**src/rtl/sar_seq_pkg.sv**
```systemverilog
/*
  Constants for the successive-approximation conversion sequencer:
  timing counts, register map and field positions, mode type.
  Assumes a 40 MHz system clock.
*/
package sar_seq_pkg;

  // ****************************************
  // Clock and resolution
  // ****************************************
  localparam int unsigned CLK_HZ   = 40_000_000;
  localparam int unsigned RES_BITS = 16;

  // ****************************************
  // Throughput per mode, samples per second
  // ****************************************
  localparam int unsigned FAST_SPS   = 570_000;
  localparam int unsigned NORMAL_SPS = 500_000;
  localparam int unsigned LOWP_SPS   = 444_000;

  // Least period, rounded up to whole cycles
  localparam int unsigned FAST_PERIOD_CYC   = (CLK_HZ + FAST_SPS - 1) / FAST_SPS;
  localparam int unsigned NORMAL_PERIOD_CYC = (CLK_HZ + NORMAL_SPS - 1) / NORMAL_SPS;
  localparam int unsigned LOWP_PERIOD_CYC   = (CLK_HZ + LOWP_SPS - 1) / LOWP_SPS;

  // ****************************************
  // Conversion phase lengths, cycles
  // ****************************************
  localparam int unsigned OPEN_CYC   = 1;
  localparam int unsigned MOVE_CYC   = 1;
  localparam int unsigned SEARCH_CYC = RES_BITS + 1;
  localparam int unsigned LATCH_CYC  = 1;
  localparam int unsigned CONV_CYC   = OPEN_CYC + MOVE_CYC + SEARCH_CYC + LATCH_CYC;

  localparam int unsigned FAST_ACQ_CYC   = FAST_PERIOD_CYC - CONV_CYC;
  localparam int unsigned NORMAL_ACQ_CYC = NORMAL_PERIOD_CYC - CONV_CYC;
  localparam int unsigned LOWP_ACQ_CYC   = LOWP_PERIOD_CYC - CONV_CYC;

  // Idle time after which a fast-mode result is stale
  localparam int unsigned STALE_TIME_US = 1000;
  localparam int unsigned STALE_CYC     = STALE_TIME_US * (CLK_HZ / 1_000_000);

  // ****************************************
  // Register map, byte addresses
  // ****************************************
  localparam logic [7:0] CTRL_OFS   = 8'h00;
  localparam logic [7:0] STATUS_OFS = 8'h04;
  localparam logic [7:0] RESULT_OFS = 8'h08;

  localparam int unsigned CTRL_FAST_BIT = 0;
  localparam int unsigned CTRL_LOWP_BIT = 1;
  localparam logic [1:0]  CTRL_RST      = 2'h0;

  localparam int unsigned ST_BUSY_BIT  = 0;
  localparam int unsigned ST_NEW_BIT   = 1;
  localparam int unsigned ST_STALE_BIT = 2;
  localparam int unsigned ST_PD_BIT    = 3;
  localparam int unsigned ST_MODE_LSB  = 4;

  typedef enum logic [1:0] {MODE_NORMAL, MODE_FAST, MODE_LOWP} mode_e;

endpackage : sar_seq_pkg

```
**src/rtl/sar_if.sv**
```systemverilog
/*
  Link between the sequencer and its search engine.
  Assumes both ends run on the same clock.
*/
`timescale 1ns/1ps
interface sar_if;
  logic        start;
  logic        comp;
  logic [15:0] code;
  logic        done;

  modport engine (input start, input comp, output code, output done);
  modport ctrl   (output start, output comp, input code, input done);
endinterface : sar_if

```
**src/rtl/sar_conversion_sequencer.sv**
```systemverilog
/*
  Conversion sequencer of a 16-bit charge redistribution converter:
  acquisition and conversion switch sequence, binary search, result,
  busy, three throughput modes, power-down, Wishbone register slave.
  Assumes all pins synchronous to clk_i and an analog comparator
  that settles within one clock.
*/

// Operation
// - After acquisition, start converting when start input falls, or is low in low-power mode.
// - Acquire: array common node grounded, all elements on scaler output.
// - Conversion begins: open ground switches, then move array and dummy to reference ground.
// - Trial each of 16 weighted elements, most significant first.
// - After the search, form the output code and drop busy.
// - Result belongs to the sample of the same conversion, no latency.
// - Three modes; fast mode allows up to 570 kSPS.
// - Normal mode runs up to 500 kSPS with no interval limit.
// - Low-power mode saves power between conversions, at most 444 kSPS.
// - Busy rises at conversion start and stays until result latched.
// - Reset high resets logic and aborts any conversion.
// - Low-power mode: start still low at acquisition end converts at once.
// - Power-down: finish current conversion, then block conversions, reduce power.
`timescale 1ns/1ps
module sar_conversion_sequencer
  import sar_seq_pkg::*;
#(
  parameter int unsigned STALE_LIMIT = STALE_CYC
) (
  // Clock and reset
  input  wire logic        clk_i,
  input  wire logic        rst_i,
  // Wishbone slave
  input  wire logic        wb_cyc_i,
  input  wire logic        wb_stb_i,
  input  wire logic        wb_we_i,
  input  wire logic [7:0]  wb_adr_i,
  input  wire logic [3:0]  wb_sel_i,
  input  wire logic [31:0] wb_dat_i,
  output logic      [31:0] wb_dat_o,
  output logic             wb_ack_o,
  // Converter control pins
  input  wire logic        conversion_start_n_i,
  input  wire logic        power_down_input_i,
  input  wire logic        comparator_i,
  // Switch drives and result
  output logic             busy_o,
  output logic             array_ground_switch_o,
  output logic             dummy_ground_switch_o,
  output logic             inputs_connected_o,
  output logic      [15:0] element_ref_o,
  output logic      [15:0] result_o,
  output logic             result_latch_o,
  output logic             power_save_o,
  output logic             power_reduced_o
);

  typedef enum logic [2:0] {ST_ACQ, ST_OPEN, ST_MOVE, ST_SEARCH, ST_LATCH, ST_PD} state_e;

  state_e      state_q;
  mode_e       mode;
  logic [1:0]  ctrl_q;
  logic [7:0]  acq_min;
  logic [7:0]  per_min;
  logic [7:0]  acq_cnt_q;
  logic        acq_done;
  logic        armed_q;
  logic        trigger;
  logic [15:0] result_q;
  logic        latch_q;
  logic        new_q;
  logic        stale_q;
  logic [15:0] idle_cnt_q;
  logic        wb_req;
  logic        ack_q;
  logic [31:0] dat_q;

  sar_if sar ();

  sar_search u_search (
    .clk_i (clk_i),
    .rst_i (rst_i),
    .bus   (sar.engine)
  );

  assign sar.start = (state_q == ST_MOVE);
  assign sar.comp  = comparator_i;

  // ****************************************
  // Mode select and timing
  // ****************************************
  always_comb begin
    if (ctrl_q[CTRL_FAST_BIT]) begin
      mode = MODE_FAST;
    end else if (ctrl_q[CTRL_LOWP_BIT]) begin
      mode = MODE_LOWP;
    end else begin
      mode = MODE_NORMAL;
    end
  end

  always_comb begin
    unique case (mode)
      MODE_FAST: begin
        acq_min = 8'(FAST_ACQ_CYC);
        per_min = 8'(FAST_PERIOD_CYC);
      end
      MODE_LOWP: begin
        acq_min = 8'(LOWP_ACQ_CYC);
        per_min = 8'(LOWP_PERIOD_CYC);
      end
      MODE_NORMAL: begin
        acq_min = 8'(NORMAL_ACQ_CYC);
        per_min = 8'(NORMAL_PERIOD_CYC);
      end
      default: begin
        acq_min = 8'(NORMAL_ACQ_CYC);
        per_min = 8'(NORMAL_PERIOD_CYC);
      end
    endcase
  end

  // Acquisition length counter
  always_ff @(posedge clk_i) begin
    if (rst_i || state_q != ST_ACQ) begin
      acq_cnt_q <= 8'h00;
    end else if (!acq_done) begin
      acq_cnt_q <= acq_cnt_q + 8'h01;
    end
  end

  assign acq_done = (acq_cnt_q >= acq_min - 8'h01);

  // Start needs a high level since the last start, except in low-power mode
  always_ff @(posedge clk_i) begin
    if (rst_i) begin
      armed_q <= 1'b1;
    end else if (trigger) begin
      armed_q <= 1'b0;
    end else if (conversion_start_n_i) begin
      armed_q <= 1'b1;
    end
  end

  assign trigger = (state_q == ST_ACQ) && acq_done && !conversion_start_n_i
                   && !power_down_input_i
                   && (armed_q || mode == MODE_LOWP);

  // ****************************************
  // Sequence state machine
  // ****************************************
  always_ff @(posedge clk_i) begin
    if (rst_i) begin
      state_q <= ST_ACQ;
    end else begin
      unique case (state_q)
        ST_ACQ: begin
          if (power_down_input_i) begin
            state_q <= ST_PD;
          end else if (trigger) begin
            state_q <= ST_OPEN;
          end
        end
        ST_OPEN: begin
          state_q <= ST_MOVE;
        end
        ST_MOVE: begin
          state_q <= ST_SEARCH;
        end
        ST_SEARCH: begin
          if (sar.done) begin
            state_q <= ST_LATCH;
          end
        end
        ST_LATCH: begin
          state_q <= power_down_input_i ? ST_PD : ST_ACQ;
        end
        ST_PD: begin
          if (!power_down_input_i) begin
            state_q <= ST_ACQ;
          end
        end
      endcase
    end
  end

  // ****************************************
  // Result and flags
  // ****************************************
  always_ff @(posedge clk_i) begin
    if (rst_i) begin
      result_q <= 16'h0000;
      latch_q  <= 1'b0;
    end else begin
      latch_q <= (state_q == ST_SEARCH) && sar.done;
      if ((state_q == ST_SEARCH) && sar.done) begin
        result_q <= sar.code;
      end
    end
  end

  // New-result flag: set wins over the read clear
  always_ff @(posedge clk_i) begin
    if (rst_i) begin
      new_q <= 1'b0;
    end else if (latch_q) begin
      new_q <= 1'b1;
    end else if (wb_req && !wb_we_i && wb_adr_i == RESULT_OFS) begin
      new_q <= 1'b0;
    end
  end

  // Idle time since the last start, for the fast-mode stale flag
  always_ff @(posedge clk_i) begin
    if (rst_i) begin
      idle_cnt_q <= 16'(STALE_LIMIT);
      stale_q    <= 1'b0;
    end else if (trigger) begin
      idle_cnt_q <= 16'h0000;
      stale_q    <= (mode == MODE_FAST) && (idle_cnt_q >= 16'(STALE_LIMIT));
    end else if (idle_cnt_q < 16'(STALE_LIMIT)) begin
      idle_cnt_q <= idle_cnt_q + 16'h0001;
    end
  end

  // ****************************************
  // Pin outputs
  // ****************************************
  assign busy_o                = (state_q inside {ST_OPEN, ST_MOVE, ST_SEARCH, ST_LATCH});
  assign array_ground_switch_o = (state_q == ST_ACQ) || (state_q == ST_PD);
  assign dummy_ground_switch_o = (state_q == ST_ACQ) || (state_q == ST_PD);
  assign inputs_connected_o    = (state_q inside {ST_ACQ, ST_PD, ST_OPEN});
  assign element_ref_o         = (state_q == ST_SEARCH) ? sar.code : 16'h0000;
  assign result_o              = result_q;
  assign result_latch_o        = latch_q;
  assign power_save_o          = (mode == MODE_LOWP) && (state_q == ST_ACQ) && acq_done;
  assign power_reduced_o       = (state_q == ST_PD);

  // ****************************************
  // Wishbone slave
  // ****************************************
  assign wb_req   = wb_cyc_i && wb_stb_i && !ack_q;
  assign wb_ack_o = ack_q;
  assign wb_dat_o = dat_q;

  always_ff @(posedge clk_i) begin
    if (rst_i) begin
      ack_q <= 1'b0;
      dat_q <= 32'h0000_0000;
    end else begin
      ack_q <= wb_req;
      if (wb_req && !wb_we_i) begin
        unique case (wb_adr_i)
          CTRL_OFS:   dat_q <= {30'h0, ctrl_q};
          STATUS_OFS: dat_q <= {26'h0, mode, power_reduced_o, stale_q, new_q, busy_o};
          RESULT_OFS: dat_q <= {16'h0000, result_q};
          default:    dat_q <= 32'h0000_0000;
        endcase
      end
    end
  end

  always_ff @(posedge clk_i) begin
    if (rst_i) begin
      ctrl_q <= CTRL_RST;
    end else if (wb_req && wb_we_i && wb_adr_i == CTRL_OFS && wb_sel_i[0]) begin
      ctrl_q <= wb_dat_i[1:0];
    end
  end

  // ****************************************
  // Checks
  // ****************************************
  logic [7:0] busy_len_q;
  logic [7:0] since_start_q;
  logic       started_q;

  always_ff @(posedge clk_i) begin
    if (rst_i || !busy_o) begin
      busy_len_q <= 8'h00;
    end else begin
      busy_len_q <= busy_len_q + 8'h01;
    end
  end

  always_ff @(posedge clk_i) begin
    if (rst_i) begin
      since_start_q <= 8'h00;
      started_q     <= 1'b0;
    end else if (trigger) begin
      since_start_q <= 8'h00;
      started_q     <= 1'b1;
    end else if (since_start_q != 8'hFF) begin
      since_start_q <= since_start_q + 8'h01;
    end
  end
endmodule : sar_conversion_sequencer

```
**src/rtl/sar_search.sv**
```systemverilog
/*
  Binary search engine: one bit decision per clock, MSB first.
  Assumes comp high means the trial code does not exceed the sample.
*/
`timescale 1ns/1ps
module sar_search
  import sar_seq_pkg::*;
(
  // Clock and reset
  input  wire logic clk_i,
  input  wire logic rst_i,
  // Sequencer side
  sar_if.engine     bus
);

  logic [15:0] code_q;
  logic [3:0]  bit_q;
  logic        run_q;
  logic        done_q;

  assign bus.code = code_q;
  assign bus.done = done_q;

  // ****************************************
  // Trial and decide
  // ****************************************
  always_ff @(posedge clk_i) begin
    if (rst_i) begin
      code_q <= 16'h0000;
      bit_q  <= 4'h0;
      run_q  <= 1'b0;
    end else if (bus.start) begin
      code_q <= 16'h8000;
      bit_q  <= 4'hF;
      run_q  <= 1'b1;
    end else if (run_q) begin
      code_q[bit_q] <= bus.comp;
      if (bit_q != 4'h0) begin
        code_q[bit_q - 4'h1] <= 1'b1;
        bit_q                <= bit_q - 4'h1;
      end else begin
        run_q <= 1'b0;
      end
    end
  end

  always_ff @(posedge clk_i) begin
    if (rst_i) begin
      done_q <= 1'b0;
    end else begin
      done_q <= run_q && (bit_q == 4'h0) && !bus.start;
    end
  end
endmodule : sar_search

```
**config.mk**
```make
export PLATFORM = sky130hd
export DESIGN_NAME = sar_conversion_sequencer
export DESIGN_NICKNAME = d
export VERILOG_FILES = /design/src/rtl/sar_seq_pkg.sv /design/src/rtl/sar_if.sv /design/src/rtl/sar_conversion_sequencer.sv /design/src/rtl/sar_search.sv
export SDC_FILE = /design/constraint.sdc
export NUM_CORES = 1
export LEC_CHECK = 0
export BUFFER_PORTS_ARGS = -buffer_cell sky130_fd_sc_hd__buf_2
export CAP_MARGIN = 25
export CORE_MARGIN = 4
export CORE_UTILIZATION = 35
export CTS_CLUSTER_SIZE = 25
export DETAILED_ROUTE_END_ITERATION = 10
export HOLD_SLACK_MARGIN = 0.12
export SLEW_MARGIN = 5
export SYNTH_ARGS = -nofsm -noshare
export SYNTH_HDL_FRONTEND = slang
export SYNTH_SLANG_ARGS = --single-unit
```
**constraint.sdc**
```tcl
create_clock -name clk_i -period 2.8 [get_ports clk_i]
set_clock_uncertainty 0.05 [all_clocks]
set_input_delay 0.56 -clock clk_i [delete_from_list [all_inputs] [get_ports clk_i]]
set_output_delay 0.56 -clock clk_i [all_outputs]
set_load 0.03 [all_outputs]
```
==> impl_metrics.yaml, run 1 <==
run_status:
  status: "finished clean"
layout:
  nNetsFinal: 663
  mostFrequentLayoutCell: "dfxtp_1"
  syn2layout_area_growth_pct: 17.64
  multi_input_area_um2: 2366
  drive_above_1_share_pct: 19.60
  fillCellCount: 1261
  fin_util_pct: 42.51
  seqCellArea_um2: 1767
  layout_common_cells: "dfxtp_1, buf_2, nand2_1"
  antenna_cells: 0
yosys:
  syn_inst: 535
  ys_ff_latch: 88
  synth-seq-area-share_pct: 40.25
  synth_ff_type: "dfxtp_1"
  avgSynthCellArea_um2: 8.181
  synth_edf_count: 0
  syn-cell-area_um2: 4377
  ys_types: 55
  yosys_warnings: 0
  synthArstFlopShare_pct: 0
timing:
  tightest_slew_ps: 710.3
  final-hold-violation-count: 0
  hold_slack_ps: 381.7
  finalCriticalPeriod_ps: 2747
  period_share_pct: 98.12
  fmax_ghz: 0.3640
  setup-tns-final_ps: 0
  finalSetupViolCount: 0
  grt_setup_unrepaired: "false"
  max_slew_margin_pct: 52.55
  slew_viol_final: 0
global_routing:
  grt_pass1_vias: 3606
  grt_overflow: 0
  antenna_found_initial: 0
  grt_pass1_wl_um: 17570
  track_usage_pct: 14.74
  grt_max_degree: 44
placed_design:
  gp_congestion: 0.8518
  numPortBuffers: 74
  dp_hpwl_um: 7754
clock_network:
  clockRootBuffer: "clkbuf_16"
  clock_sinks: 88
  htreeDepth: 3
  clk_pin_slew_ps: 70
  cts_inserted_buffers: 9
  clockBufferDepth: 2
  cts_tree: "built"
  cts-hold-fix-buffers: 0
  clk_latency_ps: 340
flow_run:
  maxCapViolCount: 0
floorplanning:
  start_util_pct: 36.14
  core_area_um2: 12110
  pin_count: 124
  die_h_um: 119.8
  fp.dieArea_um2: 14360
  die_w_um: 119.8
  rows: 40
setup_path:
  crit_arrival_ps: 2140
  required_ps: 2190
  rr_worst_depth: 9
  r2r_start: "ctrl_q[0]"
  critPathKind: "flip-flop to primary output"
  worstPathMaxFanout: 3
  rrSetupSlack_ps: 380
  cp-start-kind: "flip-flop"
  r2r_end: "acq_cnt_q[7]"
  critPathCaptureType: "primary output"
hold_path:
  hold_path_class: "primary input to flip-flop"
  hold_start: "conversion_start_n_i"
  hold_path_depth: 2
  hold_end: "armed_q"
detailed_routing:
  drcViolationCount: 0
  routed_wl_um: 10760
  vias: 3885
  drt-vias-per-instance: 5.045
  detail-route-antenna-nets: 0
  first_iter_violations: 229
  first_pass_iters: 4
  wl_per_cell_um: 13.97
pwr:
  p_per_area_nw_per_um2: 551.5
  vdd_drop_max_v: 0.0002874
  leakagePower_nw: 2.124
==> cell usage after synthesis, types with 3 or more instances <==
library cell   n  share of area [%]
dfxtp_1       88                 40
nand2_1       68                5.8
nor2_1        54                4.6
a21oi_1       48                5.5
nand3_1       23                2.6
clkbuf_1      19                1.6
and2_1        18                2.6
buf_4         18                3.1
inv_1         18                1.5
a22oi_1       16                2.7
mux2i_1       15                3.4
o21ai_0       15                1.7
xnor2_1       15                3.0
ha_1          14                4.0
nand4_1        9                1.3
nor3_1         9                1.0
buf_2          8               0.91
nor4_1         7                1.0
o21bai_1       7                1.2
a22o_1         4               0.80
nand2b_1       4               0.57
nor2b_1        4               0.57
xor2_1         4               0.80
a211oi_1       3               0.51
a31oi_1        3               0.43
and3_1         3               0.43
or2_2          3               0.43
or3_1          3               0.43
or4_1          3               0.51
==> flip-flops by register name, summed over array words and instances (netlist names), 2 cells and up <==
signal	cells
acq_cnt_q	8
ctrl_q	2
idle_cnt_q	16
result_o	16
state_q	3
u_search.bit_q	4
u_search.bus.code	16
wb_dat_o	16
==> power by group <==
group | leakage, nW | switching [mW] | internal [mW]
Sequential | 0.712 | 0.0491 | 1.27
Combinational | 1.28 | 0.248 | 0.108
Clock | 0.135 | 0.542 | 0.619
Total | 2.12 | 0.839 | 2.00
==> cells by family (layout without fill, tap and decap cells) <==
logic type / after synthesis / after routing / synth area share, %
DFF: 88 / 88 / 40.25
adders and majority gates: 14 / 14 / 4.002
and+or+nand+nor: 217 / 217 / 24.10
other: 2 / 17 / 0.1716
buffers and inverters: 66 / 118 / 7.776
muxes: 15 / 15 / 3.430
AOI/OAI and AO/OA: 114 / 114 / 16.47
xor gates and xnor gates: 19 / 19 / 3.802
==> layer usage <==
metal  track usage (%)  part of all wire (%)  wire (µm)
met1             18.83                    46       4946
met2             24.72                    47       5081
met3             3.864                   5.5        590
met4             3.865                   1.3        138
met5                 0                     0          0
==> cell type report <==
class / instances / share of cell area, %
tap: 168 / 4.083
multi-input combinational: 396 / 45.95
inverter: 18 / 1.312
timing repair buffer: 84 / 8.773
sequential: 88 / 34.31
clock buffer: 9 / 4.374
clock inverter: 7 / 1.191
==> worst max-delay path by stage <==
| stage | slack, ps | cells after the start | to | start |
|---|---|---|---|---|
| after global routing | 10 | 8 | power_save_o | ctrl_q[0] |
| after floorplan | 210 | 8 | power_save_o | ctrl_q[0] |
| final | 50 | 8 | power_save_o | ctrl_q[0] |
| after global placement | 240 | 8 | power_save_o | ctrl_q[0] |
| after detailed placement | 120 | 8 | power_save_o | ctrl_q[0] |
| after CTS | 5 | 8 | power_save_o | ctrl_q[0] |
==> per-stage QoR <==
stage | std cells | setup slack (ps) | cell area (µm²) | power [mW]
6_report | 770 | 52.60 | 5149 | 2.839
4_1_cts | 770 | 5.288 | 5127 | 2.858
3_5_place_dp | 752 | 121.6 | 4801 | 1.694
2_1_floorplan | 550 | 214.0 | 4433 | 1.628
3_3_place_gp | 752 | 244.5 | 4801 | 1.689
5_1_grt | 770 | 10.36 | 5149 | 2.955
==> what timing repair did <==
item / CTS / global route
pin swaps: 3 / 1
gates resized for setup: 8 / 5
endpoints found under the setup margin: 1 / 1
buffers inserted: 2 / 0
endpoints found under the hold margin: 0 / 0
==> critical path, cell delays in order, from the launching register on <==
cell	delay, ps
dfxtp_4	350
or2_4	250
inv_2	60
ha_4	180
nand2b_4	130
a311o_1	330
a21o_1	190
and3_4	170
buf_6	130
(Power assumes the default switching activity.)
==> run 2, diff against run 1 <==
--- a/config.mk
+++ b/config.mk
@@ -8,10 +8,12 @@
 export BUFFER_PORTS_ARGS = -buffer_cell sky130_fd_sc_hd__buf_2
 export CAP_MARGIN = 25
 export CORE_MARGIN = 4
-export CORE_UTILIZATION = 35
+export CORE_UTILIZATION = 45
 export CTS_CLUSTER_SIZE = 25
 export DETAILED_ROUTE_END_ITERATION = 10
+export GPL_ROUTABILITY_DRIVEN = 0
 export HOLD_SLACK_MARGIN = 0.12
+export PLACE_DENSITY = 0.71
 export SLEW_MARGIN = 5
 export SYNTH_ARGS = -nofsm -noshare
 export SYNTH_HDL_FRONTEND = slang
==> constraint.sdc (replaced) <==
create_clock -name clk_i -period 3 [get_ports clk_i]
set_clock_uncertainty 0.05 [all_clocks]
set_input_delay 0.6 -clock clk_i [delete_from_list [all_inputs] [get_ports clk_i]]
set_output_delay 0.6 -clock clk_i [all_outputs]
set_load 0.03 [all_outputs]
==> impl_metrics.yaml, run 2 (synthesis gave the netlist of run 1 again) <==
run_status:
  status: "finished clean"
detailed_routing:
  vias: 3883
  first_iter_violations: 184
  wl_per_cell_um: 14.61
  drcViolationCount: 0
  drt-vias-per-instance: 5.326
  routed_wl_um: 10650
  detail-route-antenna-nets: 0
  first_pass_iters: 5
setup_path:
  critPathCaptureType: "primary output"
  crit_start: "ctrl_q[0]"
  endpoint: "power_save_o"
  r2r_start: "ctrl_q[0]"
  critPathKind: "flip-flop to primary output"
  r2r_end: "acq_cnt_q[6]"
  rr_worst_depth: 10
  rrSetupSlack_ps: 450
  required_ps: 2350
  cp-start-kind: "flip-flop"
  worstPathMaxFanout: 3
  crit_arrival_ps: 2180
pwr:
  leakagePower_nw: 2.061
  switchingPower_uw: 725.4
  total_power_mw: 2.340
  power_frac_seq_pct: 52.9
  p_per_area_nw_per_um2: 470.7
  p_int_mw: 1.615
  switching_share_pct: 30.99
  vdd_drop_max_v: 0.0002932
  comb_power_share_pct: 13.1
  power_frac_clock_pct: 34.0
layout:
  drive_above_1_share_pct: 18.83
  nNetsFinal: 661
  mostFrequentLayoutCell: "dfxtp_1"
  post-route-cell-area_um2: 4972
  syn2layout_area_growth_pct: 13.61
  antenna_cells: 0
  layout_common_cells: "dfxtp_1, buf_2, nand2_1"
hold_path:
  hold_path_depth: 2
  hold_path_class: "primary input to flip-flop"
clock_network:
  clockRootBuffer: "clkbuf_8"
  cts_tree: "built"
  htreeDepth: 3
  clockBufferDepth: 2
  cts_inserted_buffers: 9
  clk_latency_ps: 360
  clock_sinks: 88
  clk_pin_slew_ps: 90
timing:
  tightest_slew_ps: 882.2
  fmax_ghz: 0.3536
  hold_slack_ps: 411.4
  finalCriticalPeriod_ps: 2828
  period_share_pct: 94.27
  max_slew_margin_pct: 41.06
  finalSetupViolCount: 0
  slew_viol_final: 0
  final-hold-violation-count: 0
global_routing:
  grt_overflow: 0
  grt_pass1_vias: 3701
  antenna_found_initial: 0
  grt_max_degree: 39
  grt_pass1_wl_um: 17750
  track_usage_pct: 19.19
floorplanning:
  core_area_um2: 9371
  start_util_pct: 46.70
  rows: 35
  die_h_um: 106.6
  pin_count: 124
  die_w_um: 106.6
  fp.dieArea_um2: 11370
placed_design:
  numPortBuffers: 74
  dp_hpwl_um: 7931
  placed_area_um2: 4730
flow_run:
  maxCapViolCount: 0
[run 2: timing repair]
item	4_1_cts	5_1_grt
pin swaps	1	3
resized for setup	5	5
endpoints found under the setup margin	1	1
buffers inserted	2	0
hold buffers	0	0
[run 2: stage by stage]
step / util (%) / setup TNS, ps / setup WS (ps) / std cells
3_5_place_dp: 50.47 / 0 / 347.3 / 710
5_1_grt: 53.06 / -4.527 / -4.527 / 729
3_3_place_gp: 50.47 / 0 / 391.1 / 710
4_1_cts: 52.82 / 0 / 2.126 / 728
6_report: 53.06 / 0 / 172.0 / 729
2_1_floorplan: - / 0 / 374.0 / 550
[run 2: worst min path at each step]
stage | startpoint | endpoint | slack [ps]
finish | conversion_start_n_i | armed_q | 410
global route | conversion_start_n_i | armed_q | 390
CTS | conversion_start_n_i | armed_q | 400
detailed placement | u_search.bus.code[13] | result_o[13] | 410
global placement | result_latch_o | new_q | 400
floorplan | u_search.bus.code[0] | result_o[0] | 390
[run 2: power by group through the flow]
| stage | clock network (mW) | registers, mW | logic [mW] |
|---|---|---|---|
| floorplan | 0 | 1.23 | 0.288 |
| global placement | 0 | 1.26 | 0.302 |
| detailed placement | 0 | 1.26 | 0.305 |
| CTS | 0.809 | 1.24 | 0.306 |
| global route | 0.860 | 1.24 | 0.341 |
| finish | 0.796 | 1.24 | 0.307 |
[run 2: worst max-delay path, cell delays in order, from the launching register on]
cell and delay [ps]:
dfxtp_4 360, or2_4 250, inv_2 50, ha_1 200, nand2b_1 140, a311o_1 320, a21o_1 170, and3_1 190
buf_6 140
[run 2: area by class of cell]
cell class	count	area, µm²
clock buffer	10	137.6
clock inverter	6	52.55
fill	903	4399
inverter	18	71.32
multi-input combinational	396	2346
sequential	88	1767
tap	129	161.4
timing repair buffer	82	436.7
[run 2: routing by layer]
metal	share of wire (%)	GRT usage, %
met3	5.8	3.492
met4	2.4	8.493
met5	0	0
met2	48	31.74
met1	44	24.42
